File: config.mk
export PLATFORM = sky130hd
export DESIGN_NAME = isb_status_encoder
export DESIGN_NICKNAME = d
export VERILOG_FILES = /design/src/isb_pkg.sv /design/src/isb_fill_if.sv /design/src/isb_fill_encoder.sv /design/src/isb_status_encoder.sv
export VERILOG_INCLUDE_DIRS = /design/src
export SDC_FILE = /design/constraint.sdc
export NUM_CORES = 1
export LEC_CHECK = 0
export BUFFER_PORTS_ARGS = -buffer_cell sky130_fd_sc_hd__clkbuf_2
export CAP_MARGIN = 20
export CORE_ASPECT_RATIO = 0.8
export CORE_MARGIN = 2
export CORE_UTILIZATION = 35
export DETAILED_ROUTE_END_ITERATION = 6
export PLACE_DENSITY = 0.64
export SYNTH_ARGS = -nofsm -noshare
export SYNTH_HDL_FRONTEND = slang
export SYNTH_SLANG_ARGS = --single-unit
File: constraint.sdc
create_clock -name ref_clk_i -period 47.1 [get_ports ref_clk_i]
set_input_delay 7.065 -clock ref_clk_i [delete_from_list [all_inputs] [get_ports ref_clk_i]]
set_output_delay 7.065 -clock ref_clk_i [all_outputs]
set_load 0.1 [all_outputs]
File: src/isb_regs.svh
// Register offsets, reset values and timing counts of the status byte encoder
`ifndef ISB_REGS_SVH
`define ISB_REGS_SVH
`define ISB_OFS_CTRL 8'h00
`define ISB_OFS_STATUS 8'h04
`define ISB_OFS_IRQ_STAT 8'h08
`define ISB_OFS_IRQ_MASK 8'h0C
`define ISB_CTRL_AVG_RST 16'h000A
`define ISB_IRQ_MASK_RST 3'h0
`define ISB_BIT_GEN 0
`define ISB_BIT_FILL_LO 1
`define ISB_BIT_FILL_HI 3
`define ISB_BIT_RSVD 4
`define ISB_BIT_STATIC 5
`define ISB_BIT_HCRIT 6
`define ISB_BIT_HEAT 7
`define ISB_IRQ_GEN 0
`define ISB_IRQ_STATIC 1
`define ISB_IRQ_HEAT 2
`define ISB_GEN_SECONDS 8'h0A
`define ISB_STATIC_SECONDS 8'h3C
`endif

File: src/isb_pkg.sv
// Types shared by the status byte encoder modules
package isb_pkg;
  typedef logic [15:0] isb_sec_t;
  typedef logic [2:0] isb_code_t;
  typedef logic [7:0] isb_byte_t;
endpackage : isb_pkg

File: src/isb_fill_if.sv
// Link between the encoder core and the fill code stage
`timescale 1ns/100ps
interface isb_fill_if;
  import isb_pkg::*;
  isb_sec_t count;
  isb_sec_t expected;
  isb_code_t code;
  modport core (output count, output expected, input code);
  modport fill (input count, input expected, output code);
endinterface : isb_fill_if

File: src/isb_fill_encoder.sv
// Registered 3-bit averaging buffer fill code
`timescale 1ns/100ps
module isb_fill_encoder
  import isb_pkg::*;
(
  // Clock, reset, enable
  input wire logic ref_clk_i,
  input wire logic rst_n_i,
  input wire logic ce_i,
  // Fill link
  isb_fill_if.fill fill
);

  // Code n when n/8 < fraction <= (n+1)/8, clamped to 0..7
  function automatic isb_code_t fill_code(input isb_sec_t cnt, input isb_sec_t exp_n);
    logic [18:0] scaled;
    logic [18:0] q;
    scaled = {cnt, 3'b000};
    q = 19'h0;
    if (cnt != 16'h0000 && exp_n != 16'h0000) begin
      q = (scaled - 19'h1) / {3'b000, exp_n};
    end
    if (q > 19'h7) begin
      q = 19'h7;
    end
    return q[2:0];
  endfunction : fill_code

  // Fill code register
  always_ff @(posedge ref_clk_i or negedge rst_n_i) begin
    if (!rst_n_i) begin
      fill.code <= 3'h0;
    end else if (ce_i) begin
      fill.code <= fill_code(fill.count, fill.expected);
    end
  end
endmodule : isb_fill_encoder

File: src/isb_status_encoder.sv
// Instrument status byte encoder with APB registers and interrupt
//
// Overview of operation
// Averaging under 10 s: general fault after 10 s without a new value.
// Averaging 10 s or more: general fault when buffer holds under half.
// Bits 1..3 give buffer fill as 3-bit code in eighths.
// Bit 5 flags a static fault lasting longer than one minute.
// Bit 6 follows the heating switch-on criterion.
// Bit 7 follows the heating on state.
// Bit 4 always reads zero.
`timescale 1ns/100ps
`include "isb_regs.svh"
module isb_status_encoder
  import isb_pkg::*;
#(
  parameter int AW = 8
)
(
  // Clock, reset, enable
  input wire logic ref_clk_i,
  input wire logic rst_n_i,
  input wire logic ce_i,
  // Measurement core and heating control
  input wire logic tick_1s_i,
  input wire logic sample_valid_i,
  input wire logic [15:0] buf_count_i,
  input wire logic sound_temperature_limit_i,
  input wire logic heat_crit_i,
  input wire logic heat_on_i,
  // APB slave
  input wire logic psel_i,
  input wire logic penable_i,
  input wire logic pwrite_i,
  input wire logic [AW-1:0] paddr_i,
  input wire logic [31:0] pwdata_i,
  output logic [31:0] prdata_o,
  output logic pready_o,
  output logic pslverr_o,
  // Results
  output logic [7:0] status_o,
  output logic irq_o
);

  if (AW < 4 || AW > 32) begin : g_chk
    $error("isb_status_encoder: AW must lie in 4..32");
  end

  isb_fill_if fif ();
  isb_sec_t avg_r;
  logic [7:0] nov_cnt_r;
  logic [7:0] lim_cnt_r;
  logic [2:0] irq_stat_r;
  logic [2:0] irq_mask_r;
  logic gen_nxt;
  logic static_nxt;
  logic [2:0] evt;
  logic setup;
  logic wr;
  logic [7:0] ofs;

  // Saturating one-second increment
  function automatic logic [7:0] sat_inc(input logic [7:0] v);
    return (v == 8'hFF) ? v : v + 8'h01;
  endfunction : sat_inc

  assign fif.count = buf_count_i;
  assign fif.expected = avg_r;

  isb_fill_encoder u_fill (
    .ref_clk_i(ref_clk_i),
    .rst_n_i(rst_n_i),
    .ce_i(ce_i),
    .fill(fif.fill)
  );

  // Bus decode
  assign ofs = 8'(paddr_i[AW-1:0]);
  assign setup = psel_i && !penable_i;
  assign wr = psel_i && penable_i && pwrite_i && pready_o;

  // Seconds since the last new measured value
  always_ff @(posedge ref_clk_i or negedge rst_n_i) begin
    if (!rst_n_i) begin
      nov_cnt_r <= 8'h00;
    end else if (ce_i) begin
      if (sample_valid_i) begin
        nov_cnt_r <= 8'h00;
      end else if (tick_1s_i) begin
        nov_cnt_r <= sat_inc(nov_cnt_r);
      end
    end
  end

  // Seconds of unbroken temperature-limit violation
  always_ff @(posedge ref_clk_i or negedge rst_n_i) begin
    if (!rst_n_i) begin
      lim_cnt_r <= 8'h00;
    end else if (ce_i) begin
      if (!sound_temperature_limit_i) begin
        lim_cnt_r <= 8'h00;
      end else if (tick_1s_i) begin
        lim_cnt_r <= sat_inc(lim_cnt_r);
      end
    end
  end

  // Fault conditions
  always_comb begin
    if (avg_r < 16'(`ISB_GEN_SECONDS)) begin
      gen_nxt = (nov_cnt_r >= `ISB_GEN_SECONDS);
    end else begin
      gen_nxt = ({buf_count_i, 1'b0} < {1'b0, avg_r});
    end
    static_nxt = (lim_cnt_r > `ISB_STATIC_SECONDS) || (nov_cnt_r > `ISB_STATIC_SECONDS);
  end

  // Status byte
  always_ff @(posedge ref_clk_i or negedge rst_n_i) begin
    if (!rst_n_i) begin
      status_o <= 8'h00;
    end else if (ce_i) begin
      status_o[`ISB_BIT_GEN] <= gen_nxt;
      status_o[`ISB_BIT_FILL_HI:`ISB_BIT_FILL_LO] <= fif.code;
      status_o[`ISB_BIT_RSVD] <= 1'b0;
      status_o[`ISB_BIT_STATIC] <= static_nxt;
      status_o[`ISB_BIT_HCRIT] <= heat_crit_i;
      status_o[`ISB_BIT_HEAT] <= heat_on_i;
    end
  end

  // Rising edges of faults, any heating change
  assign evt[`ISB_IRQ_GEN] = gen_nxt && !status_o[`ISB_BIT_GEN];
  assign evt[`ISB_IRQ_STATIC] = static_nxt && !status_o[`ISB_BIT_STATIC];
  assign evt[`ISB_IRQ_HEAT] = heat_on_i != status_o[`ISB_BIT_HEAT];

  // Averaging time control register
  always_ff @(posedge ref_clk_i or negedge rst_n_i) begin
    if (!rst_n_i) begin
      avg_r <= `ISB_CTRL_AVG_RST;
    end else if (ce_i && wr && ofs == `ISB_OFS_CTRL) begin
      avg_r <= pwdata_i[15:0];
    end
  end

  // Sticky events, set beats write-one clear
  always_ff @(posedge ref_clk_i or negedge rst_n_i) begin
    if (!rst_n_i) begin
      irq_stat_r <= 3'h0;
    end else if (ce_i) begin
      if (wr && ofs == `ISB_OFS_IRQ_STAT) begin
        irq_stat_r <= (irq_stat_r & ~pwdata_i[2:0]) | (ce_i ? evt : 3'h0);
      end else begin
        irq_stat_r <= irq_stat_r | evt;
      end
    end
  end

  // Interrupt mask
  always_ff @(posedge ref_clk_i or negedge rst_n_i) begin
    if (!rst_n_i) begin
      irq_mask_r <= `ISB_IRQ_MASK_RST;
    end else if (ce_i && wr && ofs == `ISB_OFS_IRQ_MASK) begin
      irq_mask_r <= pwdata_i[2:0];
    end
  end

  // Level interrupt
  always_ff @(posedge ref_clk_i or negedge rst_n_i) begin
    if (!rst_n_i) begin
      irq_o <= 1'b0;
    end else if (ce_i) begin
      irq_o <= |((irq_stat_r | evt) & irq_mask_r);
    end
  end

  // APB answer in the access cycle, no wait states
  always_ff @(posedge ref_clk_i or negedge rst_n_i) begin
    if (!rst_n_i) begin
      pready_o <= 1'b0;
      pslverr_o <= 1'b0;
      prdata_o <= 32'h00000000;
    end else if (ce_i) begin
      pready_o <= setup;
      pslverr_o <= 1'b0;
      prdata_o <= 32'h00000000;
      if (setup) begin
        case (ofs)
          `ISB_OFS_CTRL: prdata_o <= {16'h0000, avg_r};
          `ISB_OFS_STATUS: prdata_o <= {16'h0000, lim_cnt_r, status_o};
          `ISB_OFS_IRQ_STAT: prdata_o <= {29'h0, irq_stat_r};
          `ISB_OFS_IRQ_MASK: prdata_o <= {29'h0, irq_mask_r};
          default: pslverr_o <= 1'b1;
        endcase
      end
    end
  end
endmodule : isb_status_encoder

==> impl_results.html <==
<table>
<tr><th>Metric</th><th>Value</th></tr>
<tr><th colspan="2">Clocking</th></tr>
<tr><td>Skew-Pair Late Insertion Delay</td><td>0.34 ns</td></tr>
<tr><td>Number of hold-repair buffers added at the cts stage</td><td>0</td></tr>
<tr><td>Clock tree from TritonCTS</td><td>done</td></tr>
<tr><td>Total clock buffers created by CTS</td><td>9</td></tr>
<tr><td>Clock slew at reported path FFs</td><td>0.05 ns</td></tr>
<tr><td>Clock Tree Root</td><td>sky130_fd_sc_hd__clkbuf_16</td></tr>
<tr><td>H-tree levels</td><td>3</td></tr>
<tr><td>Number of buffers on the longest clock path</td><td>2</td></tr>
<tr><td>Clock sinks</td><td>67</td></tr>
<tr><th colspan="2">Synth</th></tr>
<tr><td>Simple-gate share of the synthesized area</td><td>22.07%</td></tr>
<tr><td>Number of synthesized register bits</td><td>67</td></tr>
<tr><td>Total of warnings raised by yosys</td><td>0</td></tr>
<tr><td>Fraction of synthesis flops using an asynchronous set or reset pin</td><td>100.0%</td></tr>
<tr><td>Share of the synthesized area in the top cell type</td><td>16.78%</td></tr>
<tr><td>Area of the mapped netlist</td><td>15290 µm²</td></tr>
<tr><td>Seq/Total Area, Yosys</td><td>10.98%</td></tr>
<tr><td>Most frequent cells after synthesis</td><td>sky130_fd_sc_hd__ha_1 (205), sky130_fd_sc_hd__nor2_1 (188), sky130_fd_sc_hd__nand2_1 (137)</td></tr>
<tr><td>Average cell area after synthesis</td><td>7.667 µm²</td></tr>
<tr><td>Leading register cell type out of synthesis</td><td>sky130_fd_sc_hd__dfrtp_1</td></tr>
<tr><td>Count of cell types in the netlist</td><td>111</td></tr>
<tr><td>Fraction of synthesized cell area in xor and xnor cells</td><td>7.947%</td></tr>
<tr><td>Library cell with the largest summed area after synthesis</td><td>sky130_fd_sc_hd__ha_1</td></tr>
<tr><td>Most used standard cell by instance count after synthesis</td><td>sky130_fd_sc_hd__ha_1</td></tr>
<tr><td>Dominant cells by area after synthesis</td><td>sky130_fd_sc_hd__ha_1 (17%), sky130_fd_sc_hd__dfrtp_1 (11%), sky130_fd_sc_hd__mux2_2 (5.5%), sky130_fd_sc_hd__nor2_1 (4.6%), sky130_fd_sc_hd__a21o_1 (4.4%)</td></tr>
<tr><td>Multiplexer fraction of the synthesized cell area</td><td>8.676%</td></tr>
<tr><td>Post-synthesis compound-gate area fraction</td><td>28.88%</td></tr>
<tr><td>Number of synthesized flops with an enable pin</td><td>0</td></tr>
<tr><td>Gate count of the mapped netlist</td><td>1994</td></tr>
<tr><td>Main combinational cell family by area after synthesis</td><td>compound AO/OA/AOI/OAI gates</td></tr>
<tr><td>Post-Synth Adder-Cell Area</td><td>16.84%</td></tr>
<tr><th colspan="2">Die</th></tr>
<tr><td>Core Footprint</td><td>43140 µm²</td></tr>
<tr><td>Horizontal die dimension</td><td>237.7 µm</td></tr>
<tr><td>Starting utilization of the core area</td><td>35.44%</td></tr>
<tr><td>Placement row count</td><td>68</td></tr>
<tr><td>I/O pin total</td><td>110</td></tr>
<tr><td>Die span in y</td><td>190.9 µm</td></tr>
<tr><td>Die footprint</td><td>45380 µm²</td></tr>
<tr><th colspan="2">Placed design</th></tr>
<tr><td>Global placement routability congestion</td><td>0.9692</td></tr>
<tr><td>Number of placed cells counting well taps</td><td>3205</td></tr>
<tr><td>DPL Wire Length</td><td>46180 µm</td></tr>
<tr><td>Placement Setup Slack</td><td>-3.171 ns</td></tr>
<tr><td>Area after DPL</td><td>21540 µm²</td></tr>
<tr><td>Number of input and output port buffers inserted</td><td>76</td></tr>
<tr><th colspan="2">Critical path</th></tr>
<tr><td>Endpoint class of the critical path</td><td>flip-flop</td></tr>
<tr><td>Reg-to-reg setup timing slack</td><td>4.60 ns</td></tr>
<tr><td>Library cell contributing the largest single delay on the critical path</td><td>sky130_fd_sc_hd__or4_4</td></tr>
<tr><td>Crit Path Class</td><td>input port to flip-flop</td></tr>
<tr><td>Required @ worst endpoint</td><td>47.31 ns</td></tr>
<tr><td>Data arrival time at the worst-slack endpoint</td><td>48.65 ns</td></tr>
<tr><td>Critical Path Source Type</td><td>input port</td></tr>
<tr><td>Most frequent CP cell</td><td>sky130_fd_sc_hd__a21o_1</td></tr>
<tr><td>Critical path peak fanout</td><td>7</td></tr>
<tr><td>Highest cell delay on the worst timing path</td><td>0.55 ns</td></tr>
<tr><th colspan="2">Worst hold path</th></tr>
<tr><td>Type of the tightest min-delay check</td><td>flip-flop to flip-flop</td></tr>
<tr><th colspan="2">Global route</th></tr>
<tr><td>Global-route total usage across every layer</td><td>25.25%</td></tr>
<tr><td>Via count of the first global-routing pass</td><td>18.21k</td></tr>
<tr><td>Global route overflow</td><td>0</td></tr>
<tr><td>Global-route wire length before repair</td><td>92790 µm</td></tr>
<tr><td>Initial antenna violation count</td><td>0</td></tr>
<tr><td>Largest net degree at the start of global routing</td><td>68</td></tr>
<tr><th colspan="2">Timing</th></tr>
<tr><td>Worst path setup slack after routing</td><td>-1.339 ns</td></tr>
<tr><td>Final period util</td><td>102.8%</td></tr>
<tr><td>Clock tree skew after final layout</td><td>0.005211 ns</td></tr>
<tr><td>Endpoints failing hold</td><td>0</td></tr>
<tr><td>Max-slew headroom at the worst pin</td><td>27.32%</td></tr>
<tr><td>Slew at the pin closest to its max-slew limit</td><td>1.081 ns</td></tr>
<tr><td>Clock period minus final worst setup slack</td><td>48.44 ns</td></tr>
<tr><td>RSZ-0062 raised after global routing</td><td>true</td></tr>
<tr><td>Max-slew violation count</td><td>0</td></tr>
<tr><td>Final setup violating endpoints</td><td>1</td></tr>
<tr><td>Max Clock Freq</td><td>20.64 MHz</td></tr>
<tr><th colspan="2">Drt</th></tr>
<tr><td>Vias per std cell</td><td>5.546</td></tr>
<tr><td>Number of nets with antenna violations after detailed routing</td><td>0</td></tr>
<tr><td>DRT Pass-1 Iters</td><td>5</td></tr>
<tr><td>Routed wirelength normalized by instance count</td><td>17.96 µm</td></tr>
<tr><td>Post-route DRC violation count</td><td>0</td></tr>
<tr><td>Detailed-route via count</td><td>18.48k</td></tr>
<tr><td>Detailed-routing wirelength on met1</td><td>27010 µm</td></tr>
<tr><td>Number of DRC violations after detailed-routing iteration 0</td><td>1077</td></tr>
<tr><td>Met3 Wirelength</td><td>4035 µm</td></tr>
<tr><td>Sum of met2 wire segment lengths after detailed routing</td><td>27460 µm</td></tr>
<tr><td>Uppermost signal routing layer after detailed routing</td><td>met4</td></tr>
<tr><td>WL final</td><td>59870 µm</td></tr>
<tr><th colspan="2">Layout</th></tr>
<tr><td>Count of placed standard cells in the final layout, fillers left out</td><td>3333</td></tr>
<tr><td>Final core occ</td><td>54.65%</td></tr>
<tr><td>Synthesis-to-finish area growth</td><td>54.20%</td></tr>
<tr><td>Total of fill cells in the finished design</td><td>3889</td></tr>
<tr><td>Final standard cell area without fillers</td><td>23570 µm²</td></tr>
<tr><td>Fraction of final layout cells with drive strength greater than 1</td><td>43.67%</td></tr>
<tr><td>Final-stage net count</td><td>3040</td></tr>
<tr><td>Diode count</td><td>0</td></tr>
<tr><th colspan="2">Outcome</th></tr>
<tr><td>Outcome</td><td>complete, but fails checks</td></tr>
<tr><td>Violated checks</td><td>setup timing</td></tr>
<tr><th colspan="2">Flow run</th></tr>
<tr><td>Maxcap violations</td><td>0</td></tr>
</table>
==> repair_timing <==
action                                  CTS  global route
buffers inserted                         41            72
resized for setup                        58           136
pin swaps                                68           185
endpoints found under the setup margin    2             2
==> critical path, delay by kind of cell <==
kind	cells	cell delay (ns)
AO/OA/AOI/OAI	142	22.54
XOR/XNOR	3	0.55
adder cells (fa/ha/maj)	18	4.82
buffers and inverters	16	2.22
multiplexers	4	1.33
AND/OR/NAND/NOR	69	9.99
==> per-stage QoR <==
| step | hold slack, ns | setup TNS, ns |
|---|---|---|
| floorplan | 0.4712 | -0.9200 |
| global placement | 0.4754 | -2.917 |
| detailed placement | 0.4721 | -4.700 |
| CTS | 0.4896 | -1.612 |
| global route | 0.4995 | -5.365 |
| finish | 0.4831 | -1.339 |
==> path summary, 6_finish.rpt <==
path	cells past startpoint	to	startpoint
worst max-delay path	252	u_fill.fill.code[0]	buf_count_i[7]
worst min-delay path	1	prdata_o[7]	prdata_o[7]
worst max register to register	250	u_fill.fill.code[0]	avg_r[9]
worst min register to register	1	prdata_o[7]	prdata_o[7]
max in group asynchronous	2	lim_cnt_r[0]	rst_n_i
min in group asynchronous	2	prdata_o[4]	rst_n_i
==> logic make-up (layout without fill, tap and decap cells) <==
| group | Yosys count | in the layout |
|---|---|---|
| AOI/OAI and AO/OA | 638 | 638 |
| xor gates and xnor gates | 134 | 134 |
| adders and majority gates | 206 | 206 |
| buffers and inverters | 160 | 923 |
| DFF | 67 | 67 |
| muxes | 117 | 117 |
| other | 1 | 17 |
| and+or+nand+nor | 671 | 671 |
==> cell usage in the layout, fill, tap and decap left out, drive strengths merged, types with 18 or more instances in the layout <==
cell type  netlist  final
a21o            90     90
a21oi          118    118
a31oi           25     25
and2            25     25
buf             33    751
clkbuf          46     86
dfrtp           65     65
ha             205    205
inv             81     81
mux2            88     88
mux2i           26     26
nand2          139    139
nand2b          40     40
nand3           49     49
nand4           26     26
nor2           192    192
nor2b           25     25
nor3            73     73
nor4            22     22
o211ai          19     19
o21a            67     67
o21ai          137    137
o2bb2ai         18     18
o31ai           25     25
or3             21     21
xnor2           70     70
xor2            64     64
==> layout make-up <==
| class | count | area, µm² | area share [%] |
|---|---|---|---|
| inverter | 81 | 309.0 | 1.311 |
| clock inverter | 5 | 52.55 | 0.2229 |
| timing repair buffer | 826 | 6067 | 25.74 |
| tap | 560 | 700.7 | 2.972 |
| multi-input combinational | 1783 | 14520 | 61.60 |
| clock buffer | 11 | 242.7 | 1.030 |
| sequential | 67 | 1679 | 7.123 |
==> per-layer routing <==
layer	vias up	global-route usage, %
li1	9005	-
met2	527	42.17
met5	-	0
met1	8849	33.71
met3	103	4.245
met4	0	6.507
==> registers in the layout, indices dropped and copies added, names as in the netlist <==
name	flops
avg_r	16
prdata_o	16
lim_cnt_r	8
nov_cnt_r	8
status_o	7
irq_mask_r	3
irq_stat_r	3
u_fill.fill.code	3
irq_o	1
pready_o	1
pslverr_o	1
Power is left out: the tool's default activity adds up to more than one toggle a clock period on the data nets, which glitch-free logic cannot reach.
